`config.mk`:
```
export PLATFORM = sky130hd
export DESIGN_NAME = ccu_top
export DESIGN_NICKNAME = d
export VERILOG_FILES = /design/src/ccu_pkg.sv /design/src/ccu_top.sv
export SDC_FILE = /design/constraint.sdc
export NUM_CORES = 1
export LEC_CHECK = 0
export BUFFER_PORTS_ARGS = -buffer_cell sky130_fd_sc_hd__buf_4
export CORE_ASPECT_RATIO = 0.6
export CORE_MARGIN = 4
export CORE_UTILIZATION = 40
export DETAILED_ROUTE_END_ITERATION = 6
export PLACE_DENSITY = 0.67
export SLEW_MARGIN = 20
export SYNTH_ARGS = -nofsm -noshare
export SYNTH_HDL_FRONTEND = slang
export SYNTH_SLANG_ARGS = --single-unit
```
`constraint.sdc`:
```
create_clock -name clock_in -period 2.9 [get_ports clock_in]
set_input_delay 0.58 -clock clock_in [delete_from_list [all_inputs] [get_ports clock_in]]
set_output_delay 0.58 -clock clock_in [all_outputs]
set_load 0.005 [all_outputs]
```
`src/ccu_pkg.sv`:
```
// Constants for the capture/compare/PWM control unit.
// Assumes an APB master with 32-bit data and word-aligned registers.
package ccu_pkg;
	// ==========================================================
	// Register byte offsets
	localparam logic [7:0] CCU_CTRL_OFS = 8'h00;
	localparam logic [7:0] CCU_VLOW_OFS = 8'h04;
	localparam logic [7:0] CCU_VHIGH_OFS = 8'h08;
	localparam logic [7:0] CCU_FLAG_OFS = 8'h0C;
	// ==========================================================
	// Reset values
	localparam logic [7:0] CCU_CTRL_RST = 8'h00;
	localparam logic [7:0] CCU_BYTE_RST = 8'h00;
	// ==========================================================
	// Control field positions
	localparam int CCU_STEER_MSB = 7;
	localparam int CCU_STEER_LSB = 6;
	localparam int CCU_DUTY_MSB = 5;
	localparam int CCU_DUTY_LSB = 4;
	localparam int CCU_MODE_MSB = 3;
	localparam int CCU_MODE_LSB = 0;
	// Flag register bit positions
	localparam int CCU_FLAG_BIT = 0;
	localparam int CCU_ENABLE_BIT = 1;
	localparam int CCU_PIN_BIT = 2;
	localparam int CCU_LATCH_BIT = 3;
	// ==========================================================
	// Mode select codes
	localparam logic [3:0] CCU_M_OFF = 4'h0;
	localparam logic [3:0] CCU_M_TOGGLE = 4'h2;
	localparam logic [3:0] CCU_M_CAP_FALL = 4'h4;
	localparam logic [3:0] CCU_M_CAP_RISE = 4'h5;
	localparam logic [3:0] CCU_M_CAP_4 = 4'h6;
	localparam logic [3:0] CCU_M_CAP_16 = 4'h7;
	localparam logic [3:0] CCU_M_SET = 4'h8;
	localparam logic [3:0] CCU_M_CLEAR = 4'h9;
	localparam logic [3:0] CCU_M_SOFT = 4'hA;
	localparam logic [3:0] CCU_M_SPECIAL = 4'hB;
	localparam logic [1:0] CCU_M_PWM_TOP = 2'h3;
	// Steering codes
	localparam logic [1:0] CCU_S_SINGLE = 2'h0;
	localparam logic [1:0] CCU_S_FWD = 2'h1;
	localparam logic [1:0] CCU_S_HALF = 2'h2;
	localparam logic [1:0] CCU_S_REV = 2'h3;
	// Prescaler terminal counts
	localparam logic [3:0] CCU_PRE_LAST4 = 4'h3;
	localparam logic [3:0] CCU_PRE_LAST16 = 4'hF;
	// Unit operating class
	typedef enum logic [1:0] {CCU_OFF, CCU_CAPTURE, CCU_COMPARE,
		CCU_PWM} ccu_class_t;
endpackage

```
`src/ccu_top.sv`:
```
// Capture/compare/PWM control unit with APB register access.
// Assumes timer one count and its tick enable come from outside, and the
// PWM timebase supplies the modulated and dead-band complement signals.
//
// Contract
// Modes 4..7 capture on chosen edges
// Mode 0 resets unit; 1,3 do nothing
// Modes 2,8,9 toggle/set/clear, set flag
// Mode 10 only sets flag, pin free
// Mode 11 flag, timer reset, conversion start
// Modes 12..15 PWM with pair polarities
// Steering selects single, half, full bridges
// Steering ignored outside PWM modes
// Control bits 5:4 are duty low bits
// Capture copies 16-bit timer count
// Capture sets flag; software clears it
// New capture overwrites unread value
// Edge detector watches pin even driven
// Timer one must run synchronously
// Prescaler cleared when off or not capturing
// Prescale change keeps prescaler count
// Mode change may cause false capture
// Compare 16-bit value against timer count
// Zero control clears latch, frees pin
// Trigger now, timer reset next tick
// Trigger reset leaves overflow flag alone
// Vanished match cancels pending timer reset
// Pin synchronised before edge detection
//
// The register addresses and the APB register port are this design's own decisions.
`timescale 1ns/1ps
module ccu_top
(
	// Clock and reset
	input wire logic clock_in,
	input wire logic reset_in,
	// APB slave
	input wire logic psel_in,
	input wire logic penable_in,
	input wire logic pwrite_in,
	input wire logic [7:0] paddr_in,
	input wire logic [31:0] pwdata_in,
	output logic [31:0] prdata_out,
	output logic pready_out,
	output logic pslverr_out,
	// Timer one and converter
	input wire logic [15:0] timer_one_count_in,
	input wire logic timer_one_tick_in,
	output logic timer_one_reset_out,
	output logic adc_start_out,
	// PWM timebase
	input wire logic pwm_mod_in,
	input wire logic pwm_comp_in,
	output logic [9:0] duty_value_out,
	// Pins
	input wire logic unit_pin_in,
	output logic pwm_out_a_out,
	output logic pwm_out_b_out,
	output logic pwm_out_c_out,
	output logic pwm_out_d_out,
	output logic [3:0] pin_own_out
);
	import ccu_pkg::*;

	// ==========================================================
	// Registers
	logic [7:0] ctrl_reg; // Control register
	logic [7:0] vlow_reg; // Value low byte
	logic [7:0] vhigh_reg; // Value high byte
	logic flag_reg; // Unit event flag
	logic enable_reg; // Unit event enable, stored for software
	logic latch_reg; // Compare output latch
	logic [3:0] pre_reg; // Capture prescaler count
	logic sync1_reg; // Pin synchroniser first stage
	logic sync2_reg; // Pin synchroniser second stage
	logic sync3_reg; // Previous synchronised level
	logic match_prev_reg; // Match seen last cycle
	logic pend_reg; // Timer reset waiting for tick
	logic pready_reg;
	logic pslverr_reg;
	logic [31:0] prdata_reg;

	// Decoded fields
	logic [3:0] mode;
	logic [1:0] steer;
	ccu_class_t cls;
	logic wr_en;
	logic rise;
	logic fall;
	logic cap_evt;
	logic match;
	logic match_evt;
	logic cmp_evt;

	// Classify a mode code into its operating class
	function automatic ccu_class_t mode_class(input logic [3:0] m);
		ccu_class_t c;
		c = CCU_OFF;
		// Reserved codes fall through to off
		case (m)
			CCU_M_CAP_FALL, CCU_M_CAP_RISE, CCU_M_CAP_4, CCU_M_CAP_16:
				c = CCU_CAPTURE;
			CCU_M_TOGGLE, CCU_M_SET, CCU_M_CLEAR, CCU_M_SOFT,
			CCU_M_SPECIAL:
				c = CCU_COMPARE;
			default:
				c = (m[3:2] == CCU_M_PWM_TOP) ? CCU_PWM : CCU_OFF;
		endcase
		return c;
	endfunction

	// Decode of a word-aligned register address
	function automatic logic addr_hit(input logic [7:0] a);
		return (a == CCU_CTRL_OFS) || (a == CCU_VLOW_OFS) ||
			(a == CCU_VHIGH_OFS) || (a == CCU_FLAG_OFS);
	endfunction

	assign mode = ctrl_reg[CCU_MODE_MSB:CCU_MODE_LSB];
	assign steer = ctrl_reg[CCU_STEER_MSB:CCU_STEER_LSB];
	// reserved codes
	assign cls = mode_class(mode);
	assign wr_en = psel_in & penable_in & pready_reg & pwrite_in;

	// ==========================================================
	// APB slave: no wait states, answer in the access phase
	always_ff @(posedge clock_in or posedge reset_in)
	begin
		if (reset_in)
		begin
			pready_reg <= 1'b0;
			pslverr_reg <= 1'b0;
			prdata_reg <= 32'h0000_0000;
		end
		else
		begin
			pready_reg <= psel_in & ~penable_in;
			pslverr_reg <= psel_in & ~penable_in & ~addr_hit(paddr_in);
			prdata_reg <= 32'h0000_0000;
			// Read data prepared in the setup phase
			if (psel_in && !penable_in && !pwrite_in)
			begin
				case (paddr_in)
					CCU_CTRL_OFS: prdata_reg[7:0] <= ctrl_reg;
					CCU_VLOW_OFS: prdata_reg[7:0] <= vlow_reg;
					CCU_VHIGH_OFS: prdata_reg[7:0] <= vhigh_reg;
					CCU_FLAG_OFS:
					begin
						prdata_reg[CCU_FLAG_BIT] <= flag_reg;
						prdata_reg[CCU_ENABLE_BIT] <= enable_reg;
						prdata_reg[CCU_PIN_BIT] <= sync2_reg;
						prdata_reg[CCU_LATCH_BIT] <= latch_reg;
					end
					default: prdata_reg <= 32'h0000_0000;
				endcase
			end
		end
	end
	assign prdata_out = prdata_reg;
	assign pready_out = pready_reg;
	assign pslverr_out = pslverr_reg;

	// ==========================================================
	// Control register and event enable
	// enable held for software
	// The unit never gates events with it, so a false capture on a
	// mode change still sets the flag; software masks and clears it
	always_ff @(posedge clock_in or posedge reset_in)
	begin
		if (reset_in)
		begin
			ctrl_reg <= CCU_CTRL_RST;
			enable_reg <= 1'b0;
		end
		else if (wr_en)
		begin
			if (paddr_in == CCU_CTRL_OFS)
				ctrl_reg <= pwdata_in[7:0];
			if (paddr_in == CCU_FLAG_OFS)
				enable_reg <= pwdata_in[CCU_ENABLE_BIT];
		end
	end

	// ==========================================================
	// Pin synchroniser and edge detection
	// two stages, edges read only from stage two onward
	// the pin level is sampled whatever drives it
	always_ff @(posedge clock_in or posedge reset_in)
	begin
		if (reset_in)
		begin
			sync1_reg <= 1'b0;
			sync2_reg <= 1'b0;
			sync3_reg <= 1'b0;
		end
		else
		begin
			sync1_reg <= unit_pin_in;
			sync2_reg <= sync1_reg;
			sync3_reg <= sync2_reg;
		end
	end
	assign rise = sync2_reg & ~sync3_reg;
	assign fall = ~sync2_reg & sync3_reg;

	// ==========================================================
	// Capture prescaler
	// cleared when off or outside capture
	// no clear when moving between capture settings
	always_ff @(posedge clock_in or posedge reset_in)
	begin
		if (reset_in)
			pre_reg <= 4'h0;
		else if (cls != CCU_CAPTURE)
			pre_reg <= 4'h0;
		else if (rise)
			pre_reg <= pre_reg + 4'h1;
	end

	// capture event selection
	always_comb
	begin
		cap_evt = 1'b0;
		case (mode)
			CCU_M_CAP_FALL: cap_evt = fall;
			CCU_M_CAP_RISE: cap_evt = rise;
			CCU_M_CAP_4: cap_evt = rise &&
				(pre_reg[1:0] == CCU_PRE_LAST4[1:0]);
			CCU_M_CAP_16: cap_evt = rise && (pre_reg == CCU_PRE_LAST16);
			default: cap_evt = 1'b0;
		endcase
	end

	// ==========================================================
	// Value register pair: software writes, capture overwrites
	always_ff @(posedge clock_in or posedge reset_in)
	begin
		if (reset_in)
		begin
			vlow_reg <= CCU_BYTE_RST;
			vhigh_reg <= CCU_BYTE_RST;
		end
		// capture wins and overwrites unread data
		else if (cap_evt)
		begin
			vlow_reg <= timer_one_count_in[7:0];
			vhigh_reg <= timer_one_count_in[15:8];
		end
		else if (wr_en)
		begin
			if (paddr_in == CCU_VLOW_OFS)
				vlow_reg <= pwdata_in[7:0];
			if (paddr_in == CCU_VHIGH_OFS)
				vhigh_reg <= pwdata_in[7:0];
		end
	end

	// ==========================================================
	// Compare match, acted on once per entry into equality
	// R18 16-bit equality against the timer count
	assign match = (cls == CCU_COMPARE) &&
		(timer_one_count_in == {vhigh_reg, vlow_reg});
	assign match_evt = match & ~match_prev_reg;
	assign cmp_evt = match_evt;

	always_ff @(posedge clock_in or posedge reset_in)
	begin
		if (reset_in)
			match_prev_reg <= 1'b0;
		else
			match_prev_reg <= match;
	end

	// Compare output latch
	always_ff @(posedge clock_in or posedge reset_in)
	begin
		if (reset_in)
			latch_reg <= 1'b0;
		// off mode forces the latch low
		else if (mode == CCU_M_OFF)
			latch_reg <= 1'b0;
		// pin actions on match
		else if (cmp_evt)
		begin
			case (mode)
				CCU_M_TOGGLE: latch_reg <= ~latch_reg;
				CCU_M_SET: latch_reg <= 1'b1;
				CCU_M_CLEAR: latch_reg <= 1'b0;
				default: latch_reg <= latch_reg;
			endcase
		end
	end

	// ==========================================================
	// Unit event flag: set wins over a software clear
	// set by capture or compare, cleared by writing one
	always_ff @(posedge clock_in or posedge reset_in)
	begin
		if (reset_in)
			flag_reg <= 1'b0;
		else if (cap_evt || cmp_evt)
			flag_reg <= 1'b1;
		else if (wr_en && paddr_in == CCU_FLAG_OFS &&
			pwdata_in[CCU_FLAG_BIT])
			flag_reg <= 1'b0;
	end

	// ==========================================================
	// Special event trigger and deferred timer reset
	// conversion start at once, timer reset at next tick
	// the pending reset dies if the match goes away
	always_ff @(posedge clock_in or posedge reset_in)
	begin
		if (reset_in)
		begin
			pend_reg <= 1'b0;
			adc_start_out <= 1'b0;
			timer_one_reset_out <= 1'b0;
		end
		else
		begin
			adc_start_out <= cmp_evt && (mode == CCU_M_SPECIAL);
			// a separate reset line, never the overflow path
			timer_one_reset_out <= pend_reg && match &&
				timer_one_tick_in && (mode == CCU_M_SPECIAL);
			if (mode != CCU_M_SPECIAL || !match)
				pend_reg <= 1'b0;
			else if (cmp_evt)
				pend_reg <= 1'b1;
			else if (timer_one_tick_in)
				pend_reg <= 1'b0;
		end
	end

	// ==========================================================
	// Pin steering and polarity
	logic a_n, b_n, c_n, d_n;
	logic [3:0] own_n;
	logic pol_ac;
	logic pol_bd;
	assign pol_ac = mode[1];
	assign pol_bd = mode[0];

	always_comb
	begin
		a_n = latch_reg;
		b_n = 1'b0;
		c_n = 1'b0;
		d_n = 1'b0;
		own_n = 4'h0;
		case (cls)
			// PWM outputs, zero polarity bit is active-high
			CCU_PWM:
			begin
				case (steer)
					CCU_S_SINGLE:
					begin
						a_n = pwm_mod_in ^ pol_ac;
						own_n = 4'h1;
					end
					CCU_S_FWD:
					begin
						a_n = ~pol_ac;
						b_n = pol_bd;
						c_n = pol_ac;
						d_n = pwm_mod_in ^ pol_bd;
						own_n = 4'hF;
					end
					CCU_S_HALF:
					begin
						a_n = pwm_mod_in ^ pol_ac;
						b_n = pwm_comp_in ^ pol_bd;
						own_n = 4'h3;
					end
					default:
					begin
						a_n = pol_ac;
						b_n = pwm_mod_in ^ pol_bd;
						c_n = ~pol_ac;
						d_n = pol_bd;
						own_n = 4'hF;
					end
				endcase
			end
			// only pin-acting compare modes own output A
			CCU_COMPARE:
				own_n = (mode == CCU_M_SOFT || mode == CCU_M_SPECIAL) ?
					4'h0 : 4'h1;
			default: own_n = 4'h0;
		endcase
	end

	// Registered pin outputs and duty value
	always_ff @(posedge clock_in or posedge reset_in)
	begin
		if (reset_in)
		begin
			pwm_out_a_out <= 1'b0;
			pwm_out_b_out <= 1'b0;
			pwm_out_c_out <= 1'b0;
			pwm_out_d_out <= 1'b0;
			pin_own_out <= 4'h0;
			duty_value_out <= 10'h000;
		end
		else
		begin
			pwm_out_a_out <= a_n;
			pwm_out_b_out <= b_n;
			pwm_out_c_out <= c_n;
			pwm_out_d_out <= d_n;
			pin_own_out <= own_n;
			// duty low bits below the low value byte
			duty_value_out <= {vlow_reg,
				ctrl_reg[CCU_DUTY_MSB:CCU_DUTY_LSB]};
		end
	end

	// ==========================================================
	// Assertions
	off_latch_a: assert property (@(posedge clock_in) disable iff (reset_in)
		(mode == CCU_M_OFF) |=> !latch_reg)
		else $error("latch not low in off mode");
	off_free_a: assert property (@(posedge clock_in) disable iff (reset_in)
		(cls == CCU_OFF) |=> (pin_own_out == 4'h0))
		else $error("pins owned while off");
	cap_copy_a: assert property (@(posedge clock_in) disable iff (reset_in)
		cap_evt |=> ({vhigh_reg, vlow_reg} == $past(timer_one_count_in)
		&& flag_reg))
		else $error("capture did not copy count");
	pre_clear_a: assert property (@(posedge clock_in) disable iff (reset_in)
		(cls != CCU_CAPTURE) |=> (pre_reg == 4'h0))
		else $error("prescaler not cleared");
	cap_four_a: assert property (@(posedge clock_in) disable iff (reset_in)
		(mode == CCU_M_CAP_4 && cap_evt) |-> (pre_reg[1:0] == 2'h3))
		else $error("fourth edge capture misplaced");
	flag_hold_a: assert property (@(posedge clock_in) disable iff (reset_in)
		(flag_reg && !wr_en) |=> flag_reg)
		else $error("flag cleared by hardware");
	set_match_a: assert property (@(posedge clock_in) disable iff (reset_in)
		(cmp_evt && mode == CCU_M_SET) |=> latch_reg ##1
		pwm_out_a_out)
		else $error("set on match failed");
	soft_free_a: assert property (@(posedge clock_in) disable iff (reset_in)
		(mode == CCU_M_SOFT) |=> (pin_own_out == 4'h0))
		else $error("software mode owns pin");
	trig_now_a: assert property (@(posedge clock_in) disable iff (reset_in)
		(cmp_evt && mode == CCU_M_SPECIAL) |=> adc_start_out
		&& !timer_one_reset_out)
		else $error("special trigger timing wrong");
	reset_match_a: assert property (@(posedge clock_in)
		disable iff (reset_in)
		timer_one_reset_out |-> $past(match))
		else $error("timer reset without match");
	duty_bits_a: assert property (@(posedge clock_in) disable iff (reset_in)
		##1 duty_value_out[1:0] == $past(ctrl_reg[5:4]))
		else $error("duty low bits wrong");
	fwd_pins_a: assert property (@(posedge clock_in) disable iff (reset_in)
		(cls == CCU_PWM && steer == CCU_S_FWD) |=>
		(pwm_out_a_out == !$past(pol_ac)) && pin_own_out == 4'hF)
		else $error("forward bridge pins wrong");
endmodule

```
Word level (Yosys, flattened, before mapping)
Index checks and enable logic that the tools add are counted.
Widths: inputs -> output; s select.
{"block": "op_classes", "mux": 33, "n_addsub": 1, "n_reduce_logical": 39, "bitwise_logic": 18, "eq_ne": 22}
{"operator": "$mux 8", "count": 7}
{"operator": "$eq 4x4->1 const B", "count": 5}
{"operator": "$eq 16x16->1", "count": 1}
{"operator": "$eq 4x3->1 const B", "count": 4}
{"operator": "$eq 8x4->1 const B", "count": 2}
{"operator": "$pmux 4 s2", "count": 2}
{"operator": "$pmux 4 s4", "count": 1}
{"operator": "$mux 1", "count": 12}
{"operator": "$pmux 4 s3", "count": 1}
{"operator": "$reduce_bool 2->1", "count": 6}
{"operator": "$logic_and 1x1->1", "count": 11}
{"operator": "$eq 2x2->1 const B", "count": 5}
{"operator": "$reduce_and 2->1", "count": 5}
{"operator": "$and 1x1->1", "count": 8}
{"operator": "$eq 8x3->1 const B", "count": 1}
{"operator": "$logic_not 8->1", "count": 1}
{"operator": "$mux 4", "count": 2}
{"operator": "$not 1->1", "count": 7}
{"operator": "$logic_or 1x1->1", "count": 6}
{"operator": "$pmux 1 s2", "count": 3}
{"operator": "$pmux 1 s3", "count": 2}
{"operator": "$reduce_or 5->1", "count": 1}
{"operator": "$add 4x1->4 const B", "count": 1}
{"operator": "$eq 4x2->1 const B", "count": 1}
{"operator": "other kinds (14)", "count": 18}
{"block": "word_totals", "regBits": 90, "in_bits": 65, "elab_cells": 136, "output_inout_bits": 54}

Longest topological paths before layout
Gate-level depths: netlist of the first run.
{"block": "logic_depth", "depth_word": 8, "depth_mapped": 7}

Least setup slack after synthesis of the first run
Ideal clock, no wire load.
{"block": "synth_path", "path_type": "input to register", "start": "in paddr_in[7]", "end": "reg ctrl_reg[0]", "stages": 4, "path_slack_ps": 749, "required_ps": 2775, "setup_time_ps": 125, "arrival_time_ps": 2026, "path_cell_list": "nor4_4 or4b_4 nor3_4 mux2_2"}
{"block": "synth_between", "elab_chain_len": 2}
{"item": "start, declared", "line": "ccu_top.sv:41", "text": "input wire logic [7:0] paddr_in,"}
{"item": "$logic_not 8->1", "line": "ccu_top.sv:176", "text": "if (paddr_in == CCU_CTRL_OFS)"}
{"item": "$reduce_and 2->1 (no source line)"}
{"item": "end signal, assigned", "line": "ccu_top.sv:177", "text": "ctrl_reg <= pwdata_in[7:0];"}
{"item": "end, declared", "line": "ccu_top.sv:67", "text": "logic [7:0] ctrl_reg;"}
Every way passes these cells.
A chain may end at the register's enable or synchronous reset.

Final worst setup path of the first run
{"block": "layout_path", "start": "in paddr_in[7]", "end": "reg ctrl_reg[1]"}
Same word-level chain as after synthesis.

==> summary.md, run 1 <==
| Metric | Value |
|---|---|
| Post-synth top area share | 0.503 |
| Sink Count | 65 |
| YS warnings | 0 |
| Largest Register | duty_value_out |
| Max Root-Sink Buffers | 2 |
| Final setup violation count | 0 |
| Max Transition Viols Final | 0 |
| Die W | approximately 120 um |
| Peak supply drop | ~0.29 mV |
| CP top delay family | simple AND/OR/NAND/NOR gates |
| Top_reg_cell synth | dfrtp_1 |
| Final Hold Fails | 0 |
| Fill cell count | between 700 and 800 |
| Critical Path End Type | flop |
| Hold crit path type | primary input to async pin |
| Fin cells | ~470 |
| Buffers & Inverters on Critical Path | 1 |
| Port-buffer cells | 70 |
| DIE AREA | between 0.009 and 0.01 mm^2 |
| Pwr dens | between 500 and 600 mW/mm^2 |
| R2R cell count | 5 |
| Gpl congestion | roughly 0.80 |
| RSZ-0062 raised after global routing | no |
| Data required, critical path | ~3.1 ns |
| Clock root cell | clkbuf_16 |
| Hpwl dp | around 5.5 mm |
| Top-count cell post-synth | dfrtp_1 |
| Dominant cells by area after synthesis | dfrtp_1 50%, mux2i_1 7.4%, buf_4 5.8% |
| Register-to-register setup slack | about 0.75 ns |
| Fin worst setup slack | between 0.7 and 0.8 ns |
| Slowest cell on the critical path | or4b_4 |
| Vias in the first global route | around 2,300 |
| Worst-margin pin slew | 0.522 ns |
| Commonest cells in the netlist | 65 x dfrtp_1, 38 x nor2_1, 25 x buf_4 |
| Register area | 0.00163 mm^2 |
| Area Growth Syn to Fin | 25.3% |
| Crit Reg-Reg Startpoint | vlow_reg[7] |
| Lkg Pwr | ~1.9 nW |
| Clock slew at the register clock pins of the worst setup and hold paths | 0.05 ns |
| Iter 0 DRT Violations | around 130 |
| Post-CTS setup buffers | 0 |
| Post-Syn Area | 0.00324 mm^2 |
| First-pass GRT wire length | roughly 12 mm |
| GRT Total Usage | 0.166 |
| Initial Util | 0.411 |
| Core area | roughly 0.0079 mm^2 |
| Post-Syn Instances | ~290 |
| Max-cap violations | 0 |
| #FFs+latches synth | 65 |
| Mean Syn Cell Area | approximately 11 um^2 |
| Die extent in y | roughly 78 um |
| Initial antenna violation count | 0 |
| Placement Setup Slack | approximately 0.4 ns |
| Footprint of the multi-input gates | ~0.0014 mm^2 |
| Crit start category | primary input |
| Placed instance count | around 460 |
| Final Cycle Share | 0.757 |
| Pin count of the biggest net entering global routing | 46 |
| Top Ports | 119 |
| CTS Buf Count | 9 |
| R2r endpoint | latch_reg |
| Global route total overflow | 0 |
| Drc violations | 0 |
| Post-synth EDFFs | 0 |
| # diodes | 0 |
| H-tree depth | 3 |
| Final min period | 2.20 ns |
| Yosys cell types | 40 |
| WL final | about 7.5 mm |
| Outcome | finished clean |
| Async SR Flop Fraction | 1.00 |
| Row count | 25 |
| Relative slew slack | 0.651 |
| Final Total Pwr | approximately 2.2 mW |
| CTS tree | built |
| Clk_lat worst skew | ~0.33 ns |
| DR WL/cell | about 16 um |
| Critical Path Fanout Max | 8 |
| DR pass1 iterations | 5 |
| Vias per std cell | about 4.8 |
| Vias | about 2,300 |
| Final nets | 426 |
| CP cell instances | buf_4 -> nor4_4 -> or4b_4 -> nor3_4 -> mux2_2 |
| Fin Setup TNS | 0 ns |
| Data arrival time of the worst path | roughly 2.4 ns |
| Critical path class | primary input to flop |
| Post-synth top area cell | dfrtp_1 |
| Hold-fix buffers, CTS | 0 |
| Post-CTS Resized | 0 |
| DRT antenna net count | 0 |
| Sequential cell area fraction in the yosys report | 0.503 |
| Largest stage delay, worst path | 0.54 ns |
| Largest register FFs | 10 |
| Highest clock rate | ~0.46 GHz |
| Share of cells above drive strength 1 | 0.301 |
| Final clock skew | just over 0.005 ns |
## per-stage QoR
step / area [um^2] / utilization / hold slack (ns)
after CTS: 4060 / 0.515 / 0.266
after global placement: 3750 / 0.475 / 0.335
final: 4060 / 0.515 / 0.260
after detailed placement: 3750 / 0.475 / 0.338
after floorplan: 3320 / - / 0.331
after global routing: 4060 / 0.515 / 0.292
## layout make-up
| cell class | count | area share |
|---|---|---|
| Sequential cell | 65 | 0.401 |
| Multi-Input combinational cell | 204 | 0.343 |
| Timing Repair Buffer | 75 | 0.142 |
| Clock buffer | 14 | 0.0676 |
| Tap cell | 108 | 0.0333 |
| Clock inverter | 2 | 0.00864 |
| Inverter | 5 | 0.00463 |
## routing by layer
metal  vias to the layer above  routed length [um]  GRT usage
met2                        75                3320      0.238
li1                       1083                   -          -
met1                      1128                3510      0.228
met5                         -                   0          0
met4                         0                  65     0.0503
met3                         6                 591     0.0677
## cells in the final DEF (no fill, tap or decap), types with 9 or more instances in the layout
cell       instances
xnor2_1           18
dfrtp_1           65
nor2_1            38
nand2_1            9
mux2i_1           24
buf_4             74
clkbuf_16          9
conb_1            24
mux2_2            10
a21oi_1           23
## how the worst max path moves through the flow
stage                 from             to  cells after the start
4_1_cts        paddr_in[7]    ctrl_reg[7]                      5
3_3_place_gp   paddr_in[7]    ctrl_reg[4]                      5
6_report       paddr_in[7]    ctrl_reg[1]                      5
2_1_floorplan     reset_in  adc_start_out                      1
5_1_grt        paddr_in[7]    vlow_reg[3]                      7
3_5_place_dp   paddr_in[7]    ctrl_reg[7]                      5
## power by group
group	total [mW]	switching (mW)	internal, mW
sequential	0.949	0.0191	0.930
clock	1.09	0.359	0.734
combinational	0.178	0.0890	0.0889
total	2.22	0.467	1.75
## logic make-up after synthesis
logic type / after synthesis / synth area share
buffers and inverters: 46 / 0.0943
other: 1 / 0.00116
muxes: 38 / 0.137
xor gates and xnor gates: 21 / 0.0568
AOI/OAI and AO/OA: 35 / 0.0634
DFF: 65 / 0.503
adders and majority gates: 1 / 0.00386
and+or+nand+nor: 85 / 0.141
No activity file was read; power rests on OpenSTA's default activity.
==> run 2: changes to the inputs <==
--- a/config.mk
+++ b/config.mk
@@ -5,12 +5,13 @@
 export SDC_FILE = /design/constraint.sdc
 export NUM_CORES = 1
 export LEC_CHECK = 0
+export ABC_AREA = 1
 export BUFFER_PORTS_ARGS = -buffer_cell sky130_fd_sc_hd__buf_4
 export CORE_ASPECT_RATIO = 0.6
 export CORE_MARGIN = 4
 export CORE_UTILIZATION = 40
 export DETAILED_ROUTE_END_ITERATION = 6
-export PLACE_DENSITY = 0.67
+export PLACE_DENSITY = 0.66
 export SLEW_MARGIN = 20
 export SYNTH_ARGS = -nofsm -noshare
 export SYNTH_HDL_FRONTEND = slang
==> constraint.sdc (replaced) <==
create_clock -name clock_in -period 2.2 [get_ports clock_in]
set_input_delay 0.44 -clock clock_in [delete_from_list [all_inputs] [get_ports clock_in]]
set_output_delay 0.44 -clock clock_in [all_outputs]
set_load 0.005 [all_outputs]
==> summary.md, run 2 <==
| Metric | Value |
|---|---|
| Outcome | finished clean |
| Critical Path End Type | flop |
| Hold crit path type | primary input to async pin |
| Post-synth top area share | 0.471 |
| Clock slew at the register clock pins of the worst setup and hold paths | roughly 0.050 ns |
| Final hold slack | roughly 0.18 ns |
| First-pass GRT wire length | ~15 mm |
| Post-Syn Area | about 0.0035 mm^2 |
| Fin worst setup slack | roughly 0.42 ns |
| Critical path class | flop to flop |
| DRT antenna net count | 0 |
| Final clock skew | between 0.006 and 0.007 ns |
| Final Cycle Share | 0.811 |
| R2R cell count | 8 |
| Final Hold Fails | 0 |
| Vias | around 3,000 |
| GRT Total Usage | 0.190 |
| Global route total overflow | 0 |
| Register-to-register setup slack | around 0.42 ns |
| Highest clock rate | 0.561 GHz |
| Max Root-Sink Buffers | 2 |
| Gpl congestion | roughly 0.9 |
| CTS tree | built |
| Data required, critical path | roughly 2.4 ns |
| Worst setup path start | sync2_reg |
| Most frequent cells in the layout | 103 x nand2_1, 71 x buf_4, 65 x dfrtp_1 |
| Final setup violation count | 0 |
| Mean Syn Cell Area | 8.19 um^2 |
| Vias per std cell | 4.95 |
| Port-buffer cells | 70 |
| Critical Path Fanout Max | 20 |
| Fin Setup TNS | 0 ns |
| Crit Reg-Reg Startpoint | sync2_reg |
| RSZ-0062 raised after global routing | no |
| Area post-placement | between 0.004 and 0.005 mm^2 |
| Hold-fix buffers, CTS | 0 |
| DR pass1 iterations | 5 |
| Final nets | 565 |
| Max-cap violations | 0 |
| Post-synth top area cell | dfrtp_1 |
| Commonest cells in the netlist | 103 x nand2_1, 65 x dfrtp_1, 56 x inv_1 |
| Max Transition Viols Final | 0 |
| DR WL/cell | approximately 15 um |
| # diodes | 0 |
| Post-Syn Instances | between 400 and 500 |
| Core area | about 0.0081 mm^2 |
| CTS Buf Count | 9 |
| Post-synth EDFFs | 0 |
| Clock root cell | clkbuf_16 |
| Post-CTS Resized | 0 |
| Drc violations | 0 |
| Largest Register | duty_value_out |
| Vias in the first global route | roughly 2,700 |
| Data arrival time of the worst path | about 2 ns |
| Clk_lat worst skew | between 0.3 and 0.4 ns |
| Async SR Flop Fraction | 1.00 |
| Initial Util | 0.425 |
| Row count | 25 |
| Hpwl dp | 7.27 mm |
| Sink Count | between 60 and 70 |
| Top_reg_cell synth | dfrtp_1 |
| YS warnings | 0 |
| Die W | about 130 um |
| Yosys cell types | 41 |
| WL final | a little over 9 mm |
| Die extent in y | about 80 um |
| Post-CTS setup buffers | 0 |
| Share of cells above drive strength 1 | 0.235 |
| Worst-margin pin slew | slightly below 0.6 ns |
| Pwr dens | 648 mW/mm^2 |
| Relative slew slack | 0.604 |
| Sequential cell area fraction in the yosys report | 0.471 |
| Commonest non-fill, non-tap cell in the layout | nand2_1 |
| Dominant cells by area after synthesis | dfrtp_1 47%, nand2_1 11%, inv_1 6.1% |
| Largest register FFs | 10 |
| Top Ports | between 100 and 150 |
| Setup crit end | vhigh_reg[2] |
| Pin count of the biggest net entering global routing | 40 |
| Top-count cell post-synth | nand2_1 |
| Placement Setup Slack | 0.296 ns |
| R2r endpoint | vhigh_reg[2] |
| Initial antenna violation count | 0 |
| H-tree depth | 3 |
| Area Growth Syn to Fin | 23.9% |
| #FFs+latches synth | 65 |
| Final min period | 1.78 ns |
| Crit start category | flop |
| DIE AREA | 0.0102 mm^2 |
| Peak supply drop | ~0.42 mV |
| Design area | 0.00428 mm^2 |
| Lkg Pwr | roughly 2.2 nW |
| Iter 0 DRT Violations | between 200 and 300 |
| Final Core Density | 0.526 |
-- run 2: changes by cell type after synthesis, sizes merged, moves of 6 or more --
cell    delta
nor2b      -8
clkbuf    -10
a21oi      -6
mux2i     -24
inv       +57
nand3     +18
o22ai      +6
xnor2     -17
mux2       -7
o21ai      +6
nand2     +97
o211ai    +12
nor2      +16
-- run 2: worst max-delay path, cell delays in order, from the launching register on --
cell	delay, ns
dfrtp_1	0.43
nand2_1	0.20
inv_1	0.10
nor2_1	0.12
nor2_2	0.07
nand2_4	0.14
buf_4	0.29
nand2_1	0.15
o211ai_1	0.19
-- run 2: worst min-delay path by stage --
stage               slack (ns)  depth (start not counted)         from         end
floorplan                 0.33                          0    sync1_reg   sync2_reg
finish                    0.18                          2     reset_in  pready_out
global placement          0.33                          0    sync1_reg   sync2_reg
detailed placement        0.35                          0    sync1_reg   sync2_reg
global route              0.21                          1  unit_pin_in   sync1_reg
CTS                       0.21                          2     reset_in  pready_out
-- run 2: layout make-up --
cell class / instances / area, um^2
clock buffer: 12 / 246
clock inverter: 3 / 17.5
fill: 789 / 3850
inverter: 62 / 238
multi-input combinational: 289 / 1460
sequential: 65 / 1630
tap: 108 / 135
timing repair buffer: 72 / 553
-- run 2: kinds of logic (layout without fill, tap and decap cells) --
kind of cell	Yosys count	after routing	synth area share
buffers and inverters	91	149	0.131
other	1	24	0.00109
multiplexers	3	3	0.00978
AND/OR/NAND/NOR	201	201	0.260
AO/OA/AOI/OAI	56	56	0.114
flip-flops	65	65	0.471
adder cells (fa/ha/maj)	1	1	0.00362
XOR/XNOR	4	4	0.0101
-- run 2: layer usage --
metal  vias up  track usage  wire length [um]
li1       1468            -                 -
met1      1408        0.288              4630
met2       138        0.255              3660
met3         9       0.0615               907
met4         0       0.0519               103
met5         -            0                 0
-- run 2: report_power, final --
group | total (mW) | internal, mW | leakage [nW] | switching (mW)
logic | 0.243 | 0.103 | 1.32 | 0.140
registers | 1.25 | 1.23 | 0.796 | 0.0232
clock network | 1.28 | 0.782 | 0.128 | 0.496
-- run 2: per-stage QoR --
step	instances	total power, mW
3_5_place_dp	596	1.51
4_1_cts	611	2.80
2_1_floorplan	445	1.42
3_3_place_gp	596	1.51
5_1_grt	611	2.89
6_report	611	2.77
